--- src/include/hie_cfg.svh ---
// Command codes, field positions, reset values and identity codes
`ifndef HIE_CFG_SVH
`define HIE_CFG_SVH
`define HIE_CMD_MASK_RD 8'h25
`define HIE_CMD_MASK_WR 8'ha5
`define HIE_CMD_ID_RD 8'h27
`define HIE_MASK_RESET 16'h0000
`define HIE_MASK_USED 7'h77
`define HIE_BIT_SOF 0
`define HIE_BIT_ACK_LIST 1
`define HIE_BIT_EOT 2
`define HIE_BIT_OPER 4
`define HIE_BIT_SUSP 5
`define HIE_BIT_CLK 6
`define HIE_GLOBAL_EN_BIT 0
`define HIE_PRODUCT_CODE 8'h5a
`define HIE_REVISION_CODE 8'h01
`endif

--- src/include/hie_pkg.sv ---
// State type shared by the interrupt enable and identity block
package hie_pkg;
    typedef struct packed {
        logic [6:0] mask;
        logic [15:0] rd_data;
        logic rd_valid;
        logic irq;
    } hie_state_s;
endpackage : hie_pkg

--- src/design/hie_irq_enable.sv ---
// Host interrupt enable register, identity register and interrupt request
// Summary of operation
// [RULE1] Enable bits 6:0 map onto status bits
// [RULE2] Global enable qualifies the interrupt request
// [RULE3] All enables clear at power-on
// [RULE4] Enable 1 unmasks, 0 masks source
// [RULE5] Read 25h, write A5h command codes
// [RULE6] Bit 6 gates clock-ready interrupt
// [RULE7] Bit 5 gates host-suspended interrupt
// [RULE8] Bit 4 gates operational-register interrupt
// [RULE9] Bit 2 gates end-of-transfer interrupt
// [RULE10] Bit 1 gates acknowledged-list interrupt
// [RULE11] Bit 0 gates start-of-frame interrupt
// [RULE12] Read-only identity at 27h, product high
// [RULE13] Identity low byte holds revision
// [RULE14] Clock-ready status comes from status register
// [RULE15] End-of-transfer status comes from status register
// [RULE16] Request only when enabled source pending
`include "hie_cfg.svh"
module hie_irq_enable #(
    // Arbitrary identity values
    parameter logic [7:0] PRODUCT_CODE = `HIE_PRODUCT_CODE,
    parameter logic [7:0] REVISION_CODE = `HIE_REVISION_CODE
) (
    input wire logic clk_in,
    input wire logic resetn_in,
    input wire logic cmd_valid_in,
    input wire logic [7:0] cmd_code_in,
    input wire logic [15:0] wr_data_in,
    input wire logic [15:0] host_irq_status_in,
    input wire logic [15:0] hw_setup_register_in,
    output logic [15:0] rd_data_out,
    output logic rd_valid_out,
    output logic [15:0] host_irq_mask_out,
    output logic host_irq_pin_out
);
    hie_pkg::hie_state_s st_r;
    hie_pkg::hie_state_s st_nxt;
    logic [6:0] gated;
    logic [15:0] mask_word;

    // ****************************************************************
    // Next state
    // ****************************************************************
    always_comb
    begin
        st_nxt = st_r;
        st_nxt.rd_valid = 1'b0;
        mask_word = {9'h000, st_r.mask};
        if (cmd_valid_in && cmd_code_in == `HIE_CMD_MASK_WR) // RULE5
        begin
            st_nxt.mask = wr_data_in[6:0] & `HIE_MASK_USED; // RULE4 RULE16
        end
        if (cmd_valid_in && cmd_code_in == `HIE_CMD_MASK_RD) // RULE5
        begin
            st_nxt.rd_data = mask_word;
            st_nxt.rd_valid = 1'b1;
        end
        if (cmd_valid_in && cmd_code_in == `HIE_CMD_ID_RD) // RULE12
        begin
            st_nxt.rd_data = {PRODUCT_CODE, REVISION_CODE}; // RULE13
            st_nxt.rd_valid = 1'b1;
        end
        // Each status bit 6:0 gated by the enable in the same position; bits 15:7 are ignored
        gated = host_irq_status_in[6:0] & st_r.mask; // RULE1 RULE6 RULE7
        // Bits: clk 6, suspend 5, oper 4, eot 2, ack list 1, sof 0
        // RULE8 RULE9 RULE10 RULE11 RULE14 RULE15
        st_nxt.irq = hw_setup_register_in[`HIE_GLOBAL_EN_BIT]
            && (|gated); // RULE2 RULE16
    end

    // ****************************************************************
    // State register
    // ****************************************************************
    always_ff @(posedge clk_in or negedge resetn_in)
    begin
        if (!resetn_in)
        begin
            st_r <= '0; // RULE3
        end
        else
        begin
            st_r <= st_nxt;
        end
    end

    assign rd_data_out = st_r.rd_data;
    assign rd_valid_out = st_r.rd_valid;
    assign host_irq_mask_out = {9'h000, st_r.mask};
    assign host_irq_pin_out = st_r.irq;

    // ****************************************************************
    // Checks
    // ****************************************************************
    mask_write_a: assert property (@(posedge clk_in) disable iff (!resetn_in)
        cmd_valid_in && cmd_code_in == 8'ha5 |=>
        host_irq_mask_out == {9'h000, $past(wr_data_in[6:0]) & 7'h77})
        else $error("mask write lost"); // RULE5
    mask_read_a: assert property (@(posedge clk_in) disable iff (!resetn_in)
        cmd_valid_in && cmd_code_in == 8'h25 |=>
        rd_valid_out && rd_data_out == $past(host_irq_mask_out))
        else $error("mask read wrong"); // RULE5
    id_read_a: assert property (@(posedge clk_in) disable iff (!resetn_in)
        cmd_valid_in && cmd_code_in == 8'h27 |=> rd_valid_out &&
        rd_data_out == {PRODUCT_CODE, REVISION_CODE})
        else $error("identity read wrong"); // RULE12
    irq_gate_a: assert property (@(posedge clk_in) disable iff (!resetn_in)
        1'b1 |=> host_irq_pin_out == ($past(hw_setup_register_in[0]) &&
        |($past(host_irq_status_in[6:0]) & $past(host_irq_mask_out[6:0]))))
        else $error("irq gating wrong"); // RULE1
    no_global_a: assert property (@(posedge clk_in) disable iff (!resetn_in)
        !hw_setup_register_in[0] |=> !host_irq_pin_out)
        else $error("irq without global enable"); // RULE2
    masked_a: assert property (@(posedge clk_in) disable iff (!resetn_in)
        host_irq_mask_out == 16'h0000 |=> !host_irq_pin_out)
        else $error("irq while all masked"); // RULE4
    reserved_zero_a: assert property (@(posedge clk_in)
        disable iff (!resetn_in) host_irq_mask_out[15:7] == 9'h000
        && !host_irq_mask_out[3]) else $error("reserved bit set"); // RULE16
    rd_pulse_a: assert property (@(posedge clk_in) disable iff (!resetn_in)
        !cmd_valid_in |=> !rd_valid_out)
        else $error("spurious read strobe"); // RULE5
    reset_clear_a: assert property (@(posedge clk_in)
        $rose(resetn_in) |-> host_irq_mask_out == 16'h0000)
        else $error("mask not cleared"); // RULE3
    irq_seen_c: cover property (@(posedge clk_in) $rose(host_irq_pin_out));
    id_read_c: cover property (@(posedge clk_in)
        cmd_valid_in && cmd_code_in == 8'h27);
    wr_rd_c: cover property (@(posedge clk_in) cmd_valid_in &&
        cmd_code_in == 8'ha5 ##1 cmd_valid_in && cmd_code_in == 8'h25);
endmodule : hie_irq_enable

--- config.mk ---
export PLATFORM = sky130hd
export DESIGN_NAME = hie_irq_enable
export DESIGN_NICKNAME = d
export VERILOG_FILES = /design/src/include/hie_pkg.sv /design/src/design/hie_irq_enable.sv
export VERILOG_INCLUDE_DIRS = /design/src /design/src/include
export SDC_FILE = /design/constraint.sdc
export NUM_CORES = 1
export LEC_CHECK = 0
export BUFFER_PORTS_ARGS = -buffer_cell sky130_fd_sc_hd__buf_2
export CORE_ASPECT_RATIO = 1.25
export CORE_UTILIZATION = 29
export CTS_BUF_LIST = sky130_fd_sc_hd__clkbuf_16
export DETAILED_ROUTE_END_ITERATION = 12
export HOLD_SLACK_MARGIN = 0.02
export PLACE_DENSITY = 0.74
export SLEW_MARGIN = 40
export SYNTH_ARGS = -nofsm -noshare
export SYNTH_HDL_FRONTEND = slang
export SYNTH_SLANG_ARGS = --single-unit
--- constraint.sdc ---
create_clock -name clk_in -period 0.8 [get_ports clk_in]
set_input_delay 0.08 -clock clk_in [delete_from_list [all_inputs] [get_ports clk_in]]
set_output_delay 0.08 -clock clk_in [all_outputs]
set_load 0.02 [all_outputs]
After elaboration in Yosys (flattened, before gate mapping):

Index checks and enable logic that the tools add are counted.

* register bits after elaboration: 24
* input port bits: 59
* output and inout bits: 34
* logic and storage cells: 16

* equality and inequality tests: 3
* muxes and demuxes: 2
* bitwise logic cells: 1
* reduce and logical (&&, ||, !) cells: 6

Operators by type and width (count)
* $mux 17: 2
* $eq 8x6->1 const B: 2
* $eq 8x8->1 const B: 1
* $and 7x7->7: 1
* $reduce_or 7->1: 1
* $logic_and 1x1->1: 4
* $reduce_bool 2->1: 1

Depth between registers and ports, before layout:

Gate-level depths: netlist of run 1.

* word-level depth: 4
* mapped depth: 3
* mapped depth without buffers: 3

Least setup slack after synthesis of run 1:

OpenSTA, ideal clock, no wires.

* path type: input-to-reg
* start point: in cmd_code_in[6]
* end point: reg st_r, in the netlist host_irq_mask_out[0]
* library setup time: 125 ps
* data arrival time: 1220 ps
* data required time: 675 ps
* path slack: -545 ps
* cell stages on the path: 3
* path buffers: 0
* cells stage by stage: or3b_4 nor4b_4 mux2_2

* cells in the longest elaborated chain, start to end: 2

RTL lines
* from (decl): line hie_irq_enable.sv:28 `input wire logic [7:0] cmd_code_in,`
* $eq 8x8->1 (no source line)
* $logic_and 1x1->1 (no source line)
* to (signal assigned): line hie_irq_enable.sv:83 `st_r <= st_nxt;`
* to (decl): line hie_irq_enable.sv:37 `hie_pkg::hie_state_s st_r;`

Every way passes these cells.
A chain may end at the register's enable or synchronous reset.

Worst setup path in the final report of run 1:

* start point: in cmd_code_in[3]
* end point: reg st_r, in the netlist rd_data_out[2]

* cells in the longest elaborated chain, start to end: 3
* elaborated cells on any way between the ends: 6
* classes of those cells: 2 x eq/ne; 1 x mux; 3 x reduce/logical

RTL lines
* $eq 8x6->1 (no source line)
* $logic_and 1x1->1 (no source line)
* $mux 17 / $reduce_bool 2->1 (equally long branches)

Several ways; a longest one is shown, not always the timed one.

==> results of run 1 <==
[through the flow]
step	hold WS, ns	TNS (ns)	setup slack [ns]
after floorplan	-0.216	-6.78	-0.545
after global placement	-0.0162	-7.99	-0.639
after detailed placement	-0.00539	-8.34	-0.686
after CTS	0.0642	-7.04	-0.439
after global routing	0.0758	-7.72	-0.450
final	0.0680	-6.63	-0.409
[cells by family after synthesis]
| group | share of synthesized area, % |
|---|---|
| buffers and inverters | 18.8 |
| DFF | 47.0 |
| muxes | 18.2 |
| and+or+nand+nor | 11.9 |
| AOI/OAI and AO/OA | 3.61 |
| other | 0.470 |
[worst max path at each step]
stage | start | end | slack (ns)
detailed placement | cmd_code_in[6] | host_irq_mask_out[4] | -0.69
floorplan | cmd_code_in[6] | host_irq_mask_out[0] | -0.55
CTS | cmd_code_in[3] | host_irq_mask_out[4] | -0.44
global route | cmd_code_in[3] | rd_data_out[2] | -0.45
finish | cmd_code_in[3] | rd_data_out[2] | -0.41
global placement | cmd_code_in[6] | host_irq_mask_out[2] | -0.64
[flip-flops by register name, summed over array words and instances (netlist names)]
name and cells:
rd_data_out 7, host_irq_mask_out 6, rd_valid_out 1, host_irq_pin_out 1
[power groups by stage]
stage | combinational, uW | sequential (uW) | clock, uW
floorplan | 209 | 855 | 0
global placement | 293 | 821 | 0
detailed placement | 298 | 824 | 0
CTS | 371 | 825 | 944
global route | 404 | 829 | 989
finish | 376 | 826 | 921
[layout make-up]
class,count,area [um^2]
clock inverter,1,3.75
clock buffer,3,75.1
fill,227,1220
multi-input combinational,43,389
tap,33,41.3
inverter,2,7.51
timing repair buffer,51,417
sequential,15,378
[what timing repair did]
action	CTS	global route
pin swaps	2	1
hold buffers	1	0
setup buffers	2	1
hold endpoints to repair	15	0
resized for setup	49	4
endpoints found under the setup margin	33	33
[worst register-to-register path: stages, from the launching register on]
cell and delay [ns]:
dfrtp_1 0.41, nor2b_1 0.16, mux2_4 0.25
[cell usage in the layout (no fill, tap or decap)]
cell type      netlist  routed
a31oi_1              1       1
nand4b_1             1       1
buf_4               19       5
a22oi_2              0       3
mux2i_1              1       1
or3b_4               1       1
dlygate4sd3_1        0       1
buf_2                0      22
inv_1                2       3
conb_1               1      16
dfrtp_1             15      13
nor2_1               1       1
buf_6                0      23
dfrtp_2              0       2
nor3_4               1       1
nor2b_1              5       5
clkbuf_16            0       3
nor4b_4              1       1
mux2_4               0      12
[metal layers]
| layer | vias up | wire length, um | GRT usage (%) |
|---|---|---|---|
| met1 | 289 | 636 | 14.5 |
| li1 | 284 | - | - |
| met5 | - | 0 | 0 |
| met2 | 30 | 1090 | 29.0 |
| met4 | 0 | 10 | 7.56 |
| met3 | 2 | 94 | 3.01 |
[synth_stat cells]
master | count | share of area (%)
a22oi_1 | 3 | 2.8
a31oi_1 | 1 | 0.78
buf_4 | 19 | 18
conb_1 | 1 | 0.47
dfrtp_1 | 15 | 47
inv_1 | 2 | 0.94
mux2_2 | 12 | 17
mux2i_1 | 1 | 1.3
nand4b_1 | 1 | 1.1
nor2_1 | 1 | 0.47
nor2b_1 | 5 | 3.9
nor3_4 | 1 | 2.0
nor4b_4 | 1 | 3.0
or3b_4 | 1 | 1.4
==> impl_metrics.py, run 1 <==
metrics = {
    "run_status": {
        "status": "finished with violations",
        "violations": "setup timing",
    },
    "clock_network": {
        "cts_inserted_buffers": 3,
        "cts_max_level": 1,
        "clk_pin_slew_ns": 0.04,
        "root_buffer": "clkbuf_16",
        "clock-sinks": 15,
        "cts_tree": "yes",
        "clock_latency_ns": 0.24,
        "clockBufferDepth": 2,
    },
    "sta": {
        "period_minus_slack_ns": 1.21,
        "finalHoldViolCount": 0,
        "finalCritPeriodShare_pct": 151,
        "setup_viol": 33,
        "fmax_mhz": 827,
        "fin_skew_ns": 0.00315,
        "final_max_slew_viol_count": 0,
        "setup_ws_ns": -0.409,
        "rsz0062_at_grt": "true",
    },
    "worst_setup_path": {
        "slowest_delay_ns": 0.41,
        "critPathKind": "in -> reg",
        "worstPathArrival_ns": 1.33,
        "rr_startpoint": "host_irq_mask_out[2]",
        "cp_slowest_cell": "or3b_4",
        "path_delay_family": "simple AND/OR/NAND/NOR gates",
        "critPathLaunchType": "input pin",
        "endpoint_kind": "register",
        "cp_common_cell": "buf_6",
        "critPathMaxFanout": 7,
        "required_ns": 0.92,
        "path_cells": "buf_6 -> or3b_4 -> buf_6 -> nor3_4 -> buf_6 -> mux2_4",
        "r2r_slack_ns": -0.15,
        "path_depth": 6,
        "cp_num_buf_inv": 3,
        "r2r_end": "rd_data_out[2]",
        "r2r_cells": 2,
    },
    "global_route": {
        "overflow": 0,
        "grt_pass1_vias": 659,
        "antenna_found_initial": 0,
        "grt_start_max_net_pins": 16,
        "track_usage_pct": 14.6,
        "grt_pass1_wl_um": 3060,
    },
    "placed_design": {
        "dp_cells": 140,
        "hpwl_um": 1340,
        "place_area_mm2": 0.00102,
        "port_buffers": 41,
        "finalWeightedCongestion": 0.716,
    },
    "die": {
        "row_count": 20,
        "fp.dieH_um": 60.7,
        "coreArea_mm2": 0.00253,
        "die_w_um": 48.9,
        "io_pins": 93,
        "dieArea_mm2": 0.00297,
        "initial_utilization_pct": 31.6,
    },
    "routing": {
        "drt_iter0_markers": 3,
        "wl_per_cell_um": 12.4,
        "finalWirelength_um": 1830,
        "vias": 605,
        "final_antenna_net_count": 0,
        "drc": 0,
        "drtPass1Iterations": 2,
        "viasPerCell": 4.09,
    },
    "power_and_ir_drop": {
        "combPwrFrac_pct": 17.7,
        "p_int_uw": 1630,
        "p_sw_uw": 498,
        "p_clk_share_pct": 43.4,
        "power.leakage_uw": 0.000681,
        "vdd_drop_max_mv": 0.777,
        "sw_frac_of_total_pct": 23.4,
        "power_density_mw_per_mm2": 1620,
        "p_seq_share_pct": 38.9,
        "power_uw": 2120,
    },
    "min_path": {
        "min_path_cells": 3,
        "whs_endpoint": "host_irq_pin_out",
        "worstHoldStart": "hw_setup_register_in[0]",
        "hp-class": "in -> reg",
    },
    "finish": {
        "fin_nets": 175,
        "final_cells": 148,
        "insertedDiodeCount": 0,
        "syn_to_final_growth_pct": 64.3,
        "drive_above_1_share_pct": 63.5,
        "post-route-util_pct": 51.9,
        "final_area_mm2": 0.00131,
    },
    "logic_synthesis": {
        "syn_inst": 64,
        "syn_area_um2": 798,
        "ys_ff_latch": 15,
        "yosys_warnings": 0,
        "synth_area_per_cell_um2": 12.5,
        "ys_seq_area_share_pct": 47.0,
        "synthDistinctLibCells": 14,
    },
    "run": {
        "drv_cap": 0,
    },
}
Power figures use the tool's default switching activity.
==> run 2: changes to the inputs <==
--- a/config.mk
+++ b/config.mk
@@ -11,8 +11,8 @@
 export CORE_UTILIZATION = 29
 export CTS_BUF_LIST = sky130_fd_sc_hd__clkbuf_16
 export DETAILED_ROUTE_END_ITERATION = 12
-export HOLD_SLACK_MARGIN = 0.02
 export PLACE_DENSITY = 0.74
+export RECOVER_POWER = 50
 export SLEW_MARGIN = 40
 export SYNTH_ARGS = -nofsm -noshare
 export SYNTH_HDL_FRONTEND = slang
==> impl_metrics.py, run 2 (synthesis results as in run 1) <==
metrics = {
    "run_status": {
        "status": "finished with violations",
        "violations": "setup timing",
    },
    "worst_setup_path": {
        "critPathKind": "in -> reg",
        "slowest_delay_ns": 0.41,
        "r2r_cells": 2,
        "worstPathArrival_ns": 1.33,
        "required_ns": 0.92,
        "endpoint_kind": "register",
        "r2r_end": "rd_data_out[2]",
        "cp-startpoint": "cmd_code_in[3]",
        "critPathMaxFanout": 7,
        "rr_startpoint": "host_irq_mask_out[2]",
        "cp-endpoint": "rd_data_out[2]",
        "critPathLaunchType": "input pin",
        "cp_common_cell": "buf_6",
        "r2r_slack_ns": -0.15,
        "path_cells": "buf_6 -> or3b_4 -> buf_6 -> nor3_4 -> buf_6 -> mux2_4",
        "cp_slowest_cell": "or3b_4",
    },
    "finish": {
        "fillers": 227,
        "insertedDiodeCount": 0,
        "final_area_mm2": 0.00131,
        "register_area_um2": 378,
        "fin_nets": 175,
        "final_common_cell": "buf_6",
        "multi_input_area_um2": 389,
        "largest_register_ffs": 7,
        "syn_to_final_growth_pct": 64.3,
        "mostFrequentLayoutCells": "buf_6, buf_2, conb_1",
        "drive_above_1_share_pct": 63.5,
    },
    "power_and_ir_drop": {
        "p_int_uw": 1630,
        "p_seq_share_pct": 38.9,
        "p_sw_uw": 498,
        "vdd_drop_max_mv": 0.777,
        "p_clk_share_pct": 43.4,
        "power.leakage_uw": 0.000681,
        "combPwrFrac_pct": 17.7,
        "power_density_mw_per_mm2": 1620,
        "sw_frac_of_total_pct": 23.5,
    },
    "placed_design": {
        "place_area_mm2": 0.00102,
        "port_buffers": 41,
        "hpwl_um": 1340,
        "finalWeightedCongestion": 0.716,
    },
    "die": {
        "coreArea_mm2": 0.00253,
        "initial_utilization_pct": 31.6,
        "dieArea_mm2": 0.00297,
        "fp.dieH_um": 60.7,
        "io_pins": 93,
        "die_w_um": 48.9,
        "row_count": 20,
    },
    "clock_network": {
        "cts_tree": "yes",
        "clock-sinks": 15,
        "clk_pin_slew_ns": 0.04,
        "cts_max_level": 1,
        "clock_latency_ns": 0.24,
        "clockBufferDepth": 2,
        "cts_inserted_buffers": 3,
        "root_buffer": "clkbuf_16",
    },
    "routing": {
        "vias": 605,
        "top_layer": "met4",
        "drt_iter0_markers": 3,
        "final_antenna_net_count": 0,
        "met2WireLength_um": 1090,
        "viasPerCell": 4.09,
        "m1WireLength_um": 636,
        "finalWirelength_um": 1830,
        "drtPass1Iterations": 2,
        "drc": 0,
        "dr_wl_met3_um": 94,
        "wl_per_cell_um": 12.4,
    },
    "global_route": {
        "antenna_found_initial": 0,
        "overflow": 0,
        "grt_pass1_wl_um": 3060,
        "grt_start_max_net_pins": 16,
        "track_usage_pct": 14.6,
        "grt_pass1_vias": 659,
    },
    "sta": {
        "fmax_mhz": 827,
        "finalHoldViolCount": 0,
        "final_max_slew_viol_count": 0,
        "setup_tns_ns": -6.64,
        "hold_ws_ns": 0.0680,
        "rsz0062_at_grt": "true",
        "finalCritPeriodShare_pct": 151,
        "setup_viol": 33,
        "setup_ws_ns": -0.409,
        "fin_skew_ns": 0.00315,
        "period_minus_slack_ns": 1.21,
    },
    "min_path": {
        "hp-class": "in -> reg",
    },
    "run": {
        "drv_cap": 0,
    },
}
## run 2: changes by cell type in the layout (fill, tap and decap cells not counted), sizes merged
cell    delta
buf        -1
clkbuf     +1
## run 2: worst max-delay path, delay by kind of cell
family	cells	cell delay, ns
buffers and inverters	3	0.39
multiplexers	1	0.30
AND/OR/NAND/NOR	2	0.55
## run 2: routing by layer
metal | global-route usage, % | vias up
met5 | 0 | -
li1 | - | 284
met1 | 14.5 | 289
met2 | 29.0 | 30
met3 | 3.01 | 2
met4 | 7.56 | 0
## run 2: layout make-up
cell class	instances	area share (%)
clock buffer	3	5.73
clock inverter	1	0.286
inverter	2	0.573
multi-input combinational	43	29.7
sequential	15	28.8
tap	33	3.15
timing repair buffer	51	31.8
## run 2: how the worst min path moves through the flow
| stage | from | to | cells past startpoint |
|---|---|---|---|
| after floorplan | resetn_in | host_irq_mask_out[0] | 0 |
| final | hw_setup_register_in[0] | host_irq_pin_out | 3 |
| after global placement | resetn_in | rd_valid_out | 1 |
| after global routing | hw_setup_register_in[0] | host_irq_pin_out | 3 |
| after detailed placement | resetn_in | rd_data_out[5] | 1 |
| after CTS | hw_setup_register_in[0] | host_irq_pin_out | 3 |
## run 2: per-stage QoR
stage | std cells | setup slack (ns) | power [uW] | util, %
floorplan | 79 | -0.545 | 1060 | -
global placement | 140 | -0.639 | 1110 | 40.4
detailed placement | 140 | -0.686 | 1120 | 40.4
CTS | 147 | -0.439 | 2140 | 51.1
global route | 148 | -0.450 | 2220 | 51.9
finish | 148 | -0.409 | 2120 | 51.9
## run 2: power by group through the flow
stage | clock network [uW] | registers (uW) | logic [uW]
3_5_place_dp | 0 | 824 | 298
6_report | 921 | 826 | 376
4_1_cts | 944 | 825 | 371
2_1_floorplan | 0 | 855 | 209
3_3_place_gp | 0 | 821 | 293
5_1_grt | 989 | 829 | 404
## run 2: what timing repair did
item / CTS / global route
setup buffers: 2 / 1
gates cloned: 0 / 0
gates resized for setup: 49 / 4
pin swaps: 2 / 1
hold buffers: 1 / 0
endpoints found under the hold margin: 15 / 0
endpoints found under the setup margin: 33 / 33
